<file path="src/rtl/usb_status_regs.svh">
// Constants for the endpoint and status report logic
`ifndef USB_STATUS_REGS_SVH
`define USB_STATUS_REGS_SVH

// Interface descriptor
`define IF_DESC_LEN      8'h09
`define IF_DESC_TYPE     8'h04
`define IF_NUMBER        8'h00
`define IF_ALT_SETTING   8'h00
`define IF_NUM_EP        8'h05
`define IF_CLASS         8'hFF
`define IF_SUBCLASS      8'h00
`define IF_PROTOCOL      8'hFF
`define IF_STRING        8'h00

// Endpoint descriptors
`define EP_DESC_LEN      8'h07
`define EP_DESC_TYPE     8'h05
`define EP_ATTR_BULK     8'h02
`define EP_ATTR_INTR     8'h03
`define EP_PRN_IN_ADDR   8'h81
`define EP_PRN_OUT_ADDR  8'h02
`define EP_SER_IN_ADDR   8'h83
`define EP_SER_OUT_ADDR  8'h04
`define EP_STAT_ADDR     8'h87
`define EP_MPS_32        16'h0020
`define EP_MPS_64        16'h0040
`define EP_MPS_4         16'h0004
`define EP_IVL_FF        8'hFF
`define EP_IVL_01        8'h01
`define EP0_MAX_PACKET   8'h08
`define DESC_TOTAL_LEN   6'h2C

// Vendor requests
`define VREQ_RD_TYPE     8'hC0
`define VREQ_WR_TYPE     8'h40
`define VREQ_RD          8'h0D
`define VREQ_WR          8'h0E
`define VSEL_CTRL        8'h00
`define VSEL_PRINTER     8'h01
`define VSEL_SERIAL      8'h02

// Status byte four bit positions
`define B4_PRN_IN_FULL   0
`define B4_PRN_IN_EMPTY  1
`define B4_PRN_OUT_FULL  2
`define B4_PRN_OUT_EMPTY 3
`define B4_SER_OUT_EMPTY 4
`define B4_SER_IN_DATA   5
`define STAT_RSVD_BYTE   8'h00
`define STAT_BYTES       3'h4

// Report timing
`define REPORT_PERIOD_US 1000
`define SYS_CLK_MHZ      20
`define REPORT_CYCLES    (`REPORT_PERIOD_US * `SYS_CLK_MHZ)

// Local register port
`define REG_CTRL_OFS     8'h00
`define REG_REPORT_OFS   8'h04
`define REG_STATE_OFS    8'h08
`define REG_CTRL_RST     1'b1
`define CTRL_EN_BIT      0
`define STATE_READY_BIT  0
`define STATE_BUSY_BIT   1

`endif

</file>
<file path="src/rtl/usb_status_pkg.sv">
// Types for the endpoint and status report logic
package usb_status_pkg;

  typedef struct packed {
    logic [7:0] fifo;
    logic [7:0] dsr;
    logic [7:0] rsvd;
    logic [7:0] serial_irq_ident_reg;
  } report_t;

  typedef struct packed {
    logic serial_in_fifo_has_data_flag;
    logic serial_out_fifo_empty_flag;
    logic printer_out_fifo_empty_flag;
    logic printer_out_fifo_full_flag;
    logic printer_in_fifo_empty_flag;
    logic printer_in_fifo_full_flag;
  } fifo_flags_t;

  typedef struct packed {
    logic [15:0] length;
    logic [15:0] index;
    logic [15:0] value;
    logic [7:0]  request;
    logic [7:0]  req_type;
  } setup_t;

  typedef struct packed {
    logic [7:0]  sel;
    logic [15:0] ofs;
    logic [7:0]  wdata;
  } app_req_t;

  typedef struct packed {
    logic [7:0]  addr;
    logic [7:0]  attr;
    logic [15:0] mps;
    logic [7:0]  interval;
  } ep_desc_t;

  typedef enum logic [1:0] {
    ST_IDLE = 2'b00,
    ST_SEND = 2'b01
  } send_state_t;

endpackage : usb_status_pkg

</file>
<file path="src/rtl/status_sampler.sv">
// Status report snapshot taken at each report tick
`timescale 1ns/1ps
`include "usb_status_regs.svh"

module status_sampler
  import usb_status_pkg::*;
(
  input  wire logic        clk,
  input  wire logic        rst,
  input  wire logic        tick,
  input  wire logic [7:0]  serial_irq_ident_reg,
  input  wire logic [7:0]  dsr,
  input  wire fifo_flags_t flags,
  output report_t          report_r
);

  report_t report_nxt;

  always_comb begin
    report_nxt                             = report_r;
    report_nxt.serial_irq_ident_reg                         = serial_irq_ident_reg;
    report_nxt.rsvd                        = `STAT_RSVD_BYTE;
    report_nxt.dsr                         = dsr;
    report_nxt.fifo                        = 8'h00;
    report_nxt.fifo[`B4_PRN_IN_FULL]   = flags.printer_in_fifo_full_flag;
    report_nxt.fifo[`B4_PRN_IN_EMPTY]  = flags.printer_in_fifo_empty_flag;
    report_nxt.fifo[`B4_PRN_OUT_FULL]  = flags.printer_out_fifo_full_flag;
    report_nxt.fifo[`B4_PRN_OUT_EMPTY] = flags.printer_out_fifo_empty_flag;
    report_nxt.fifo[`B4_SER_OUT_EMPTY] = flags.serial_out_fifo_empty_flag;
    report_nxt.fifo[`B4_SER_IN_DATA]   = flags.serial_in_fifo_has_data_flag;
  end

  // Fresh capture at every tick
  always_ff @(posedge clk or posedge rst) begin
    if (rst) begin
      report_r <= '0;
    end else if (tick) begin
      report_r <= report_nxt;
    end
  end
endmodule : status_sampler

</file>
<file path="src/rtl/usb_endpoint_status_reporter.sv">
// Interface and endpoint descriptors, vendor request decode and status reports
`timescale 1ns/1ps
`include "usb_status_regs.svh"

// How it works
// - Nine byte vendor interface descriptor, five endpoints
// - Five endpoints besides control endpoint zero
// - Printer bulk in: 81, 32 bytes, FF
// - Printer bulk out: 02, 32 bytes, FF
// - Serial bulk in: 83, 64 bytes, 01
// - Serial bulk out: 04, 32 bytes, FF
// - Status interrupt in: 87, 4 bytes, 1ms
// - Fresh four byte report every millisecond
// - Byte one serial ident, byte two zero
// - Byte three printer device status
// - Byte four flags low, top bits zero
// - Bits 0,1 printer in full, empty
// - Bits 2,3 printer out full, empty
// - Bit 4 serial out FIFO empty
// - Bit 5 serial in FIFO holds data
// - Host configures ports through vendor requests
// - Control endpoint zero packet size eight
// - Request 0D reads, 0E writes, index offset
// - Value high byte selects target, low data
module usb_endpoint_status_reporter
  import usb_status_pkg::*;
#(
  parameter int REPORT_CYCLES = `REPORT_CYCLES
)
(
  input  wire logic        SYS_CLK,
  input  wire logic        RESET,
  input  wire logic [7:0]  SERIAL_IRQ_IDENT_REG,
  input  wire logic [7:0]  PRINTER_STATUS_REG,
  input  wire logic        PRINTER_IN_FIFO_FULL_FLAG,
  input  wire logic        PRINTER_IN_FIFO_EMPTY_FLAG,
  input  wire logic        PRINTER_OUT_FIFO_FULL_FLAG,
  input  wire logic        PRINTER_OUT_FIFO_EMPTY_FLAG,
  input  wire logic        SERIAL_OUT_FIFO_EMPTY_FLAG,
  input  wire logic        SERIAL_IN_FIFO_HAS_DATA_FLAG,
  input  wire logic        STAT_IN_REQ,
  output logic [7:0]       STAT_DATA,
  output logic             STAT_VLD,
  output logic             STAT_LAST,
  output logic             STAT_NAK,
  input  wire logic        DESC_RD,
  input  wire logic [5:0]  DESC_ADDR,
  output logic [7:0]       DESC_DATA,
  output logic [7:0]       EP0_MAX_PKT,
  input  wire logic        SETUP_VLD,
  input  wire setup_t      SETUP,
  output logic             CTL_ACK,
  output logic             CTL_STALL,
  output logic [7:0]       CTL_RDATA,
  output logic             CTL_RDATA_VLD,
  output logic             APP_RD,
  output logic             APP_WR,
  output app_req_t         APP_REQ,
  input  wire logic [7:0]  APP_RDATA,
  input  wire logic [7:0]  REG_ADDR,
  input  wire logic [31:0] REG_WDATA,
  input  wire logic        REG_WR,
  input  wire logic        REG_RD,
  output logic [31:0]      REG_RDATA
);

  localparam int TMR_W = $clog2(REPORT_CYCLES);
  localparam int N_EP  = 5;

  localparam ep_desc_t EP_TAB [N_EP] = '{
    '{`EP_PRN_IN_ADDR,  `EP_ATTR_BULK, `EP_MPS_32, `EP_IVL_FF},
    '{`EP_PRN_OUT_ADDR, `EP_ATTR_BULK, `EP_MPS_32, `EP_IVL_FF},
    '{`EP_SER_IN_ADDR,  `EP_ATTR_BULK, `EP_MPS_64, `EP_IVL_01},
    '{`EP_SER_OUT_ADDR, `EP_ATTR_BULK, `EP_MPS_32, `EP_IVL_FF},
    '{`EP_STAT_ADDR,    `EP_ATTR_INTR, `EP_MPS_4,  `EP_IVL_01}
  };

  logic [TMR_W-1:0] tmr_r;
  logic             tick;
  logic             ctrl_en_r;
  logic             ready_r;
  logic             start;
  send_state_t      state_r;
  logic [2:0]       cnt_r;
  logic [31:0]      shift_r;
  report_t          report;
  fifo_flags_t      flags;
  logic [7:0]       desc_nxt;
  logic [5:0]       rel;
  logic [2:0]       ep_i;
  logic [2:0]       ep_b;
  logic             vrd;
  logic             vwr;
  logic             sel_ok;
  logic             rd_pend_r;

  // Report period timer
  always_ff @(posedge SYS_CLK or posedge RESET) begin
    if (RESET) begin
      tmr_r <= '0;
    end else if (tick) begin
      tmr_r <= '0;
    end else begin
      tmr_r <= tmr_r + 1'b1;
    end
  end

  assign tick = (tmr_r == TMR_W'(REPORT_CYCLES - 1));

  assign flags = '{
    serial_in_fifo_has_data_flag: SERIAL_IN_FIFO_HAS_DATA_FLAG,
    serial_out_fifo_empty_flag:   SERIAL_OUT_FIFO_EMPTY_FLAG,
    printer_out_fifo_empty_flag:  PRINTER_OUT_FIFO_EMPTY_FLAG,
    printer_out_fifo_full_flag:   PRINTER_OUT_FIFO_FULL_FLAG,
    printer_in_fifo_empty_flag:   PRINTER_IN_FIFO_EMPTY_FLAG,
    printer_in_fifo_full_flag:    PRINTER_IN_FIFO_FULL_FLAG
  };

  status_sampler u_sampler (
    .clk      (SYS_CLK),
    .rst      (RESET),
    .tick     (tick),
    .serial_irq_ident_reg      (SERIAL_IRQ_IDENT_REG),
    .dsr      (PRINTER_STATUS_REG),
    .flags    (flags),
    .report_r (report)
  );

  // Report ready flag, new report wins over a start
  always_ff @(posedge SYS_CLK or posedge RESET) begin
    if (RESET) begin
      ready_r <= 1'b0;
    end else if (tick && ctrl_en_r) begin
      ready_r <= 1'b1;
    end else if (start) begin
      ready_r <= 1'b0;
    end
  end

  assign start    = STAT_IN_REQ && ready_r && (state_r == ST_IDLE);
  assign STAT_NAK = STAT_IN_REQ && !start;

  // Status endpoint sender
  always_ff @(posedge SYS_CLK or posedge RESET) begin
    if (RESET) begin
      state_r <= ST_IDLE;
      cnt_r   <= 3'h0;
      shift_r <= 32'h0000_0000;
    end else begin
      case (state_r)
        ST_IDLE: begin
          if (start) begin
            state_r <= ST_SEND;
            cnt_r   <= 3'h0;
            shift_r <= report;
          end
        end
        ST_SEND: begin
          shift_r <= {8'h00, shift_r[31:8]};
          cnt_r   <= cnt_r + 3'h1;
          if (cnt_r == `STAT_BYTES - 3'h1) begin
            state_r <= ST_IDLE;
          end
        end
        default: begin
          state_r <= ST_IDLE;
        end
      endcase
    end
  end

  assign STAT_VLD  = (state_r == ST_SEND);
  assign STAT_LAST = STAT_VLD && (cnt_r == `STAT_BYTES - 3'h1);
  assign STAT_DATA = shift_r[7:0];

  // Interface and endpoint descriptor bytes
  always_comb begin
    desc_nxt = 8'h00;
    rel      = 6'(DESC_ADDR - 6'(`IF_DESC_LEN));
    ep_i     = 3'(rel / 6'(`EP_DESC_LEN));
    ep_b     = 3'(rel % 6'(`EP_DESC_LEN));
    if (DESC_ADDR < 6'(`IF_DESC_LEN)) begin
      case (DESC_ADDR)
        6'h00:   desc_nxt = `IF_DESC_LEN;
        6'h01:   desc_nxt = `IF_DESC_TYPE;
        6'h02:   desc_nxt = `IF_NUMBER;
        6'h03:   desc_nxt = `IF_ALT_SETTING;
        6'h04:   desc_nxt = `IF_NUM_EP;
        6'h05:   desc_nxt = `IF_CLASS;
        6'h06:   desc_nxt = `IF_SUBCLASS;
        6'h07:   desc_nxt = `IF_PROTOCOL;
        default: desc_nxt = `IF_STRING;
      endcase
    end else if (DESC_ADDR < `DESC_TOTAL_LEN) begin
      case (ep_b)
        3'h0:    desc_nxt = `EP_DESC_LEN;
        3'h1:    desc_nxt = `EP_DESC_TYPE;
        3'h2:    desc_nxt = EP_TAB[ep_i].addr;
        3'h3:    desc_nxt = EP_TAB[ep_i].attr;
        3'h4:    desc_nxt = EP_TAB[ep_i].mps[7:0];
        3'h5:    desc_nxt = EP_TAB[ep_i].mps[15:8];
        default: desc_nxt = EP_TAB[ep_i].interval;
      endcase
    end
  end

  always_ff @(posedge SYS_CLK or posedge RESET) begin
    if (RESET) begin
      DESC_DATA <= 8'h00;
    end else if (DESC_RD) begin
      DESC_DATA <= desc_nxt;
    end
  end

  assign EP0_MAX_PKT = `EP0_MAX_PACKET;

  // Vendor request decode
  assign sel_ok = (SETUP.value[15:8] == `VSEL_CTRL) || (SETUP.value[15:8] == `VSEL_PRINTER)
               || (SETUP.value[15:8] == `VSEL_SERIAL);
  assign vrd    = SETUP_VLD && sel_ok && (SETUP.req_type == `VREQ_RD_TYPE) && (SETUP.request == `VREQ_RD);
  assign vwr    = SETUP_VLD && sel_ok && (SETUP.req_type == `VREQ_WR_TYPE) && (SETUP.request == `VREQ_WR);

  always_ff @(posedge SYS_CLK or posedge RESET) begin
    if (RESET) begin
      APP_RD    <= 1'b0;
      APP_WR    <= 1'b0;
      CTL_ACK   <= 1'b0;
      CTL_STALL <= 1'b0;
      APP_REQ   <= '0;
    end else begin
      APP_RD    <= vrd;
      APP_WR    <= vwr;
      CTL_ACK   <= vwr;
      CTL_STALL <= SETUP_VLD && !vrd && !vwr;
      if (vrd || vwr) begin
        APP_REQ <= '{sel: SETUP.value[15:8], ofs: SETUP.index, wdata: SETUP.value[7:0]};
      end
    end
  end

  // Read data from the port cores
  always_ff @(posedge SYS_CLK or posedge RESET) begin
    if (RESET) begin
      rd_pend_r     <= 1'b0;
      CTL_RDATA     <= 8'h00;
      CTL_RDATA_VLD <= 1'b0;
    end else begin
      rd_pend_r     <= APP_RD;
      CTL_RDATA_VLD <= rd_pend_r;
      if (rd_pend_r) begin
        CTL_RDATA <= APP_RDATA;
      end
    end
  end

  // Local register port
  always_ff @(posedge SYS_CLK or posedge RESET) begin
    if (RESET) begin
      ctrl_en_r <= `REG_CTRL_RST;
    end else if (REG_WR && (REG_ADDR == `REG_CTRL_OFS)) begin
      ctrl_en_r <= REG_WDATA[`CTRL_EN_BIT];
    end
  end

  always_ff @(posedge SYS_CLK or posedge RESET) begin
    if (RESET) begin
      REG_RDATA <= 32'h0000_0000;
    end else if (REG_RD) begin
      case (REG_ADDR)
        `REG_CTRL_OFS:   REG_RDATA <= {31'h0000_0000, ctrl_en_r};
        `REG_REPORT_OFS: REG_RDATA <= report;
        `REG_STATE_OFS:  REG_RDATA <= {30'h0000_0000, STAT_VLD, ready_r};
        default:         REG_RDATA <= 32'h0000_0000;
      endcase
    end else begin
      REG_RDATA <= 32'h0000_0000;
    end
  end
endmodule : usb_endpoint_status_reporter

</file>
<file path="config.mk">
export PLATFORM = sky130hd
export DESIGN_NAME = usb_endpoint_status_reporter
export DESIGN_NICKNAME = d
export VERILOG_FILES = /design/src/rtl/usb_status_pkg.sv /design/src/rtl/status_sampler.sv /design/src/rtl/usb_endpoint_status_reporter.sv
export VERILOG_INCLUDE_DIRS = /design/src /design/src/rtl
export SDC_FILE = /design/constraint.sdc
export NUM_CORES = 1
export LEC_CHECK = 0
export ABC_AREA = 1
export BUFFER_PORTS_ARGS = -buffer_cell sky130_fd_sc_hd__buf_4
export CAP_MARGIN = 30
export CELL_PAD_IN_SITES_DETAIL_PLACEMENT = 0
export CELL_PAD_IN_SITES_GLOBAL_PLACEMENT = 1
export CORE_MARGIN = 4
export CORE_UTILIZATION = 36
export CTS_CLUSTER_SIZE = 10
export DETAILED_ROUTE_END_ITERATION = 10
export GPL_ROUTABILITY_DRIVEN = 1
export HOLD_SLACK_MARGIN = 0.08
export PLACE_DENSITY_LB_ADDON = 0.12
export SLEW_MARGIN = 20
export SYNTH_ARGS = -nofsm -noshare
export SYNTH_HDL_FRONTEND = slang
export SYNTH_SLANG_ARGS = --single-unit
</file>
<file path="constraint.sdc">
create_clock -name SYS_CLK -period 4.8 [get_ports SYS_CLK]
set_input_delay 0.48 -clock SYS_CLK [delete_from_list [all_inputs] [get_ports SYS_CLK]]
set_output_delay 0.48 -clock SYS_CLK [all_outputs]
set_load 0.1 [all_outputs]
</file>
# Word-level counts from Yosys, hierarchy flattened
# Memories as Yosys holds them, arrays and structs flattened.
# Index checks and enable logic that the tools add are counted.
[word_totals]
mem_bits_ro = 384
reg_bits = 161
output_inout_bits = 104
memories = 2
elab_cells = 95
[classes]
magnitude_cmp = 3
reduce_logical = 28
n_bitwise = 1
div = 2
eq_ne = 18
addsub = 3
mux = 18
[memory_table]
columns = ["memory", "depth", "width", "rd", "rd_ports_with_merged_regs", "write_ports", "line", "rtl"]
rows = [
  ["(name not given)", 8, 40, 1, 0, 0, "usb_endpoint_status_reporter.sv:202", "default: desc_nxt = EP_TAB[ep_i].interval;"],
  ["(name not given)", 8, 8, 1, 0, 0, "usb_endpoint_status_reporter.sv:183", "case (DESC_ADDR)"],
]
[ops]
columns = ["operator", "n"]
rows = [
  ["one-hot mux 30 bit (3 select lines)", 1],
  ["2-to-1 mux 40 bit", 2],
  ["2-to-1 mux 32 bit", 2],
  ["one-hot mux 32 bit (2 select lines)", 1],
  ["one-hot mux 8 bit (6 select lines)", 1],
  ["equality test 8 x 4 -> 1 bit, second input constant", 3],
  ["2-to-1 mux 8 bit", 3],
  ["logical NOT 8 bit", 2],
  ["adder 15 x 1 -> 15 bit, second input constant", 1],
  ["equality test 15 bit, second input constant", 1],
  ["2-to-1 mux 15 bit", 1],
  ["logical AND 1 bit", 13],
  ["equality test 3 x 2 -> 1 bit, second input constant", 3],
  ["equality test 8 x 1 -> 1 bit, second input constant", 1],
  ["equality test 8 x 2 -> 1 bit, second input constant", 1],
  ["equality test 8 x 3 -> 1 bit, second input constant", 1],
  ["equality test 8 x 7 -> 1 bit, second input constant", 1],
  ["equality test 8 bit, second input constant", 1],
  ["divider 6 x 3 -> 6 bit, second input constant", 1],
  ["equality test 3 bit, second input constant", 2],
  ["logical NOT 3 bit", 2],
  ["less-than comparator 6 x 4 -> 1 bit, second input constant", 1],
  ["less-than comparator 6 bit, second input constant", 1],
  ["modulo 6 x 3 -> 6 bit, second input constant", 1],
  ["other kinds (18)", 26],
]

# Longest topological paths before layout
# Gate-level depths: netlist of the first run.
[logic_depth]
ltp_word = 9
depth_mapped = 32
ltp_nobuf = 32

# Modules after synthesis
# Synthesis of the first run repeated with hierarchy kept, for this count alone.
[unflattened]
cells_unflattened = 856
area_unflattened_um2 = 7477.2
[modules_own_cells]
columns = ["mod", "area_each_um2", "n_inst", "cells_per_inst"]
rows = [
  ["usb_endpoint_status_reporter", 6555.0, 1, 751],
  ["status_sampler", 922.1, 1, 105],
]

# Worst setup path before layout of the first run
# No wires, ideal clock.
[synth_path]
kind = "input to register"
startpoint = "input DESC_ADDR[0]"
endpoint = "register DESC_DATA[7]"
required_ps = 4675
setup_slack_ps = 743
cell_stages = 31
path_buffers = 0
t_arrival_ps = 3933
path_cell_list = "inv_2 ha_1 nand2_2 nand2_2 xor2_2 ha_1 inv_1 nand2_2 nand3_1 nand3_2 clkinv_1 nand2_2 nand2_1 inv_1 ha_1 nand3_2 nand3_4 nand2_1 nand2_1 ha_1 nand3_4 nand3_4 inv_1 ha_1 nor2_1 inv_1 or2_2 nand4_1 o21ai_0 nand2_1 a21oi_2"
[synth_via]
elab_chain_len = 9
word_cells_on_any_way = 20
cone_classes = "add/sub (1); div (2); order compare (2); eq/ne (5); mux (6); bitwise (1); reduce/logical (1); memory (2)"
[synth_rtl]
columns = ["element", "line", "rtl"]
rows = [
  ["start, declared", "usb_endpoint_status_reporter.sv:47", "input wire logic [5:0] DESC_ADDR,"],
  ["subtractor 6 x 4 -> 6 bit", "usb_endpoint_status_reporter.sv:179", "rel = 6'(DESC_ADDR - 6'(`IF_DESC_LEN));"],
  ["divider 6 x 3 -> 6 bit", "usb_endpoint_status_reporter.sv:180", "ep_i = 3'(rel / 6'(`EP_DESC_LEN));"],
  ["inverter 3 -> 4 bit (implied by the code)", "--", ""],
  ["memory read (8 x 40 bit)", "--", ""],
  ["2-to-1 mux 40 bit (implied by the code) (2 in series)", "usb_endpoint_status_reporter.sv:202", ""],
  ["one-hot mux 8 bit (6 select lines)", "usb_endpoint_status_reporter.sv:195", "case (ep_b)"],
  ["2-to-1 mux 8 bit", "usb_endpoint_status_reporter.sv:194", "end else if (DESC_ADDR < `DESC_TOTAL_LEN) begin"],
  ["2-to-1 mux 8 bit *", "usb_endpoint_status_reporter.sv:182", "if (DESC_ADDR < 6'(`IF_DESC_LEN)) begin"],
  ["end signal, assigned", "usb_endpoint_status_reporter.sv:211", "DESC_DATA <= desc_nxt;"],
  ["end, declared", "usb_endpoint_status_reporter.sv:48", "output logic [7:0] DESC_DATA,"],
]
# Mark *: on every way between the ends. The rest lies on a longest branch, timed or not. The select of a mux whose other input is x is not followed.
# A chain may end at the register's enable or synchronous reset.

# Worst setup path after layout of the first run
[layout_path]
startpoint = "input DESC_ADDR[0]"
endpoint = "register DESC_DATA[0]"
# Same word-level chain as after synthesis.

==> flow_metrics.py, run 1 <==
metrics = {
    "outcome": {
        "outcome": "completed",
    },
    "sta": {
        "worst_slew_margin_rel": 0.408,
        "min_period_over_period": 0.864,
        "hold_violations": 0,
        "drv_slew": 0,
        "tns_ns": 0,
        "worstMarginPinSlew_ns": 0.886,
        "rsz0062_at_grt": "no",
        "fin_worst_skew_ns": 0.00779,
        "max_freq_ghz": 0.241,
        "final-setup-viol-count": 0,
        "holdWs_ns": 0.110,
        "period_needed_ns": 4.15,
    },
    "clock_network": {
        "hold_buffers": 0,
        "cts_setup_buffers": 0,
        "cts_tree": "done",
        "ctsResizeCount": 0,
        "clk_latency_ns": 0.42,
        "path_clk_slew_ns": 0.07,
        "h-tree-depth": 4,
        "cts_buffers": 17,
        "cts_buffer_depth": 2,
        "root_buffer": "clkbuf_16",
        "clkSinkCount": 148,
    },
    "finish": {
        "antennaDiodeCount": 0,
        "drive_above_1_share": 0.280,
        "final_nets": 1128,
        "final_util": 0.482,
        "area_growth_pct": 31.1,
    },
    "floorplan": {
        "fp.dieW_um": 147,
        "core_mm2": 0.0188,
        "io_pins": 251,
        "rows": 50,
        "start_util": 0.368,
        "dieArea_mm2": 0.0215,
        "die_h_um": 147,
    },
    "logic_synthesis": {
        "syn_inst": 791,
        "synth_top_cell_by_area": "dfrtp_1",
        "synth-warning-count": 0,
        "yosys-top-cells-count": "nand2_1, dfrtp_1, inv_1",
        "async_flop_share": 1.00,
        "synth.top_cell.area_share": 0.532,
        "avgSynthCellArea_um2": 8.75,
        "ys_top_cells_by_area": "dfrtp_1, nand2_1, inv_1",
        "ys_seq_area_frac": 0.535,
        "synth.most_common_cell": "nand2_1",
        "synth_flop_cell": "dfrtp_1",
        "synth_seq_cells": 148,
        "synth_edf_count": 0,
        "syn_area_mm2": 0.00692,
        "ys_types": 44,
    },
    "setup_path": {
        "critPathSlowestCell": "or2_2",
        "cp.required_ns": 5.11,
        "crit_buf_inv": 7,
        "cp_max_fo": 7,
        "max_stage_delay_ns": 0.28,
        "crit_cells": 32,
        "worstPathArrival_ns": 4.46,
        "worstSetupStartpointType": "input port",
        "end_kind": "flop",
        "r2r_cells": 5,
        "path_class": "in2reg",
        "cp_top_family": "simple AND/OR/NAND/NOR gates",
        "worstReg2RegStart": "state_r[0]",
        "regToRegEndpoint": "shift_r[0]",
        "ff2ff_setup_slack_ns": 1.89,
        "crit_top_cell": "ha_1",
    },
    "routing": {
        "wl_met3_um": 1120,
        "wl_met2_um": 7840,
        "drc_errors": 0,
        "firstDrtPassIters": 4,
        "drtIter0Drc": 361,
        "vias_per_cell": 4.46,
        "top_layer": "met5",
        "vias": 5535,
        "avgRoutedWirePerCell_um": 13.5,
        "wl_um": 16700,
        "postRouteAntennaNets": 0,
        "wl_met1_um": 7480,
    },
    "global_route": {
        "grt_max_degree": 58,
        "gr-total-overflow": 0,
        "antenna_found_initial": 1,
        "grt_pass1_wl_um": 27900,
        "grt_usage": 0.160,
        "first_global_vias": 5457,
    },
    "placed_design": {
        "port_buffers": 185,
        "gp_congestion": 0.736,
        "dp_hpwl_um": 12300,
    },
    "power_and_ir_drop": {
        "p_leak_nw": 4.87,
        "vdd.ir_drop.worst_mv": 0.258,
        "p_per_area_mw_per_mm2": 434,
    },
    "min_path": {
        "hold_path_class": "in2async",
    },
    "job": {
        "drv_cap": 0,
    },
}
state kept, by name, summed over array words and instances, names as in the netlist, 3 cells and up:
signal,count
u_sampler.report_r,22
APP_REQ,32
shift_r,30
DESC_DATA,8
REG_RDATA,22
CTL_RDATA,8
cnt_r,3
tmr_r,15
worst max path at each step:
| stage | start | to | slack [ns] |
|---|---|---|---|
| floorplan | RESET | APP_RD | 0.34 |
| detailed placement | DESC_ADDR[0] | DESC_DATA[0] | 0.15 |
| global route | DESC_ADDR[0] | DESC_DATA[0] | 0.15 |
| global placement | DESC_ADDR[0] | DESC_DATA[0] | 0.20 |
| finish | DESC_ADDR[0] | DESC_DATA[0] | 0.65 |
| CTS | DESC_ADDR[0] | DESC_DATA[0] | 0.61 |
routing by layer:
layer  global-route usage  vias up
met4               0.0560        2
li1                     -     2820
met2                0.251      158
met3               0.0493       23
met5                    0        -
met1                0.211     2532
per-stage QoR:
stage               cell area (um^2)  instances  power, mW  setup slack, ns
CTS                             9070       1241       3.99            0.608
floorplan                       6980        807       2.36            0.342
global placement                8440       1208       2.60            0.198
detailed placement              8470       1209       2.60            0.155
finish                          9070       1241       3.94            0.652
global route                    9070       1241       4.15            0.149
placed cells by master (no fill, tap or decap), types with 4 or more instances in the layout:
cell | synthesis | routed
nand2_1 | 189 | 189
buf_4 | 27 | 187
dfrtp_1 | 147 | 147
inv_1 | 118 | 117
nor2_1 | 73 | 73
o21ai_0 | 38 | 38
nand3_1 | 21 | 21
conb_1 | 2 | 18
clkbuf_16 | 0 | 17
nand2_2 | 16 | 16
o221ai_1 | 14 | 14
ha_1 | 13 | 13
nor3_1 | 12 | 12
nor4_1 | 12 | 12
nand4_1 | 11 | 11
o22ai_1 | 11 | 11
a21oi_1 | 9 | 9
mux2_2 | 8 | 8
a21oi_2 | 7 | 7
inv_6 | 0 | 7
inv_2 | 6 | 6
inv_8 | 0 | 4
power by group:
part	switching (mW)	internal (mW)	total [mW]
sequential	0.0637	1.36	1.42
combinational	0.851	0.300	1.15
clock	0.580	0.791	1.37
final cells by class:
class	count	area, um^2
Tap cell	260	325
Fill cell	1879	9760
Multi-Input combinational cell	485	2520
Inverter	128	488
Timing Repair Buffer	188	1430
Clock buffer	17	425
Clock inverter	15	180
Sequential cell	148	3700
logic make-up (layout without fill, tap and decap cells):
family,after synthesis,in the layout,synth area share
fa+ha+maj,13,13,0.0235
buf+inv,174,348,0.109
simple gates,349,349,0.225
other cells,2,18,0.00109
flops,148,148,0.535
mux,8,8,0.0130
xor+xnor,3,3,0.00488
compound gates,94,94,0.0873
No activity file was read; power rests on OpenSTA's default activity.
==> run 2: changes to the inputs <==
--- a/config.mk
+++ b/config.mk
@@ -13,11 +13,13 @@
 export CELL_PAD_IN_SITES_GLOBAL_PLACEMENT = 1
 export CORE_MARGIN = 4
 export CORE_UTILIZATION = 36
+export CTS_CLUSTER_DIAMETER = 60
 export CTS_CLUSTER_SIZE = 10
 export DETAILED_ROUTE_END_ITERATION = 10
 export GPL_ROUTABILITY_DRIVEN = 1
 export HOLD_SLACK_MARGIN = 0.08
 export PLACE_DENSITY_LB_ADDON = 0.12
+export REMOVE_ABC_BUFFERS = 1
 export SLEW_MARGIN = 20
 export SYNTH_ARGS = -nofsm -noshare
 export SYNTH_HDL_FRONTEND = slang
==> run 2 against run 1 <==
Against the previous run:
- count of clock-buffer cells in the layout is the same
- cell count grew 0.16%
- combinational power is essentially flat
- first-iteration DRC count shrank 34%
==> flow_metrics.py, run 2 (synthesis gave the netlist of run 1 again) <==
metrics = {
    "sta": {
        "final-setup-viol-count": 0,
        "hold_violations": 0,
        "fin_worst_skew_ns": 0.00841,
        "max_freq_ghz": 0.238,
        "tns_ns": 0,
        "drv_slew": 0,
        "holdWs_ns": 0.170,
        "worst_slack_ns": 0.606,
        "period_needed_ns": 4.19,
        "min_period_over_period": 0.874,
        "worstMarginPinSlew_ns": 0.907,
        "worst_slew_margin_rel": 0.394,
        "rsz0062_at_grt": "no",
    },
    "finish": {
        "top_register": "APP_REQ",
        "antennaDiodeCount": 0,
        "drive_above_1_share": 0.282,
        "area_growth_pct": 30.9,
        "final_cells": 1243,
        "final_nets": 1130,
        "final_common_cell": "buf_4",
        "final_util": 0.481,
        "final_cell_mix": "buf_4, nand2_1, dfrtp_1",
        "design_area_mm2": 0.00906,
        "reg_top3": "APP_REQ x32, shift_r x30",
        "largest_reg_flops": 32,
    },
    "routing": {
        "avgRoutedWirePerCell_um": 13.5,
        "firstDrtPassIters": 4,
        "vias": 5573,
        "vias_per_cell": 4.48,
        "drtIter0Drc": 239,
        "postRouteAntennaNets": 0,
        "drc_errors": 0,
        "wl_um": 16800,
    },
    "floorplan": {
        "fp.dieW_um": 147,
        "rows": 50,
        "die_h_um": 147,
        "start_util": 0.368,
        "core_mm2": 0.0188,
        "io_pins": 251,
        "dieArea_mm2": 0.0215,
    },
    "setup_path": {
        "worstReg2RegStart": "tmr_r[0]",
        "end_kind": "flop",
        "max_stage_delay_ns": 0.28,
        "crit_top_cell": "ha_1",
        "cp_max_fo": 7,
        "regToRegEndpoint": "tmr_r[14]",
        "worstSetupStartpointType": "input port",
        "worstPathArrival_ns": 4.50,
        "ff2ff_setup_slack_ns": 2.50,
        "r2r_cells": 20,
        "critPathLaunch": "DESC_ADDR[0]",
        "cp.required_ns": 5.11,
        "critPathSlowestCell": "or2_2",
        "path_class": "in2reg",
    },
    "clock_network": {
        "cts_buffers": 17,
        "cts_buffer_depth": 2,
        "clkSinkCount": 148,
        "clk_latency_ns": 0.42,
        "cts_tree": "done",
        "ctsResizeCount": 0,
        "path_clk_slew_ns": 0.06,
        "hold_buffers": 0,
        "cts_setup_buffers": 0,
        "h-tree-depth": 4,
        "root_buffer": "clkbuf_16",
    },
    "global_route": {
        "grt_max_degree": 77,
        "grt_usage": 0.162,
        "antenna_found_initial": 0,
        "gr-total-overflow": 0,
        "first_global_vias": 5596,
        "grt_pass1_wl_um": 28100,
    },
    "job": {
        "drv_cap": 0,
    },
    "power_and_ir_drop": {
        "vdd.ir_drop.worst_mv": 0.289,
        "p_per_area_mw_per_mm2": 434,
        "p_total_mw": 3.94,
        "p_leak_nw": 4.86,
    },
    "placed_design": {
        "dp_hpwl_um": 12100,
        "post-place-ws_ns": 0.147,
        "port_buffers": 185,
        "dp_cells": 1211,
        "placedInstanceArea_mm2": 0.00846,
        "gp_congestion": 0.746,
    },
    "min_path": {
        "hold_path_class": "in2async",
    },
    "outcome": {
        "outcome": "completed",
    },
}
[run 2: worst max-delay path, delay by kind of cell]
| kind | cells | cell delay (ns) |
|---|---|---|
| simple gates | 18 | 2.12 |
| fa+ha+maj | 5 | 1.03 |
| buf+inv | 7 | 0.62 |
| xor+xnor | 1 | 0.20 |
| compound gates | 1 | 0.05 |
[run 2: area by class of cell]
| type | instances | area (um^2) |
|---|---|---|
| flip-flops and latches | 148 | 3700 |
| clock inverters | 15 | 171 |
| clock buffers | 17 | 425 |
| multi-input cells | 485 | 2520 |
| repair buffers | 190 | 1430 |
| well taps | 260 | 325 |
| fillers | 1860 | 9770 |
| inverters | 128 | 488 |
[run 2: worst max path at each step]
| stage | endpoint | slack (ns) |
|---|---|---|
| floorplan | APP_RD | 0.34 |
| global placement | DESC_DATA[7] | 0.22 |
| detailed placement | DESC_DATA[7] | 0.15 |
| CTS | DESC_DATA[7] | 0.60 |
| global route | DESC_DATA[0] | 0.17 |
| finish | DESC_DATA[0] | 0.61 |
[run 2: power breakdown]
group / internal [mW] / switching [mW]
clock: 0.781 / 0.568
sequential: 1.36 / 0.0679
combinational: 0.309 / 0.852
[run 2: layer usage]
metal	track usage	vias to the layer above	share of wire
met5	0	-	0
met4	0.0564	0	0.015
met3	0.0503	17	0.069
met2	0.268	159	0.48
met1	0.199	2572	0.44
li1	-	2825	-
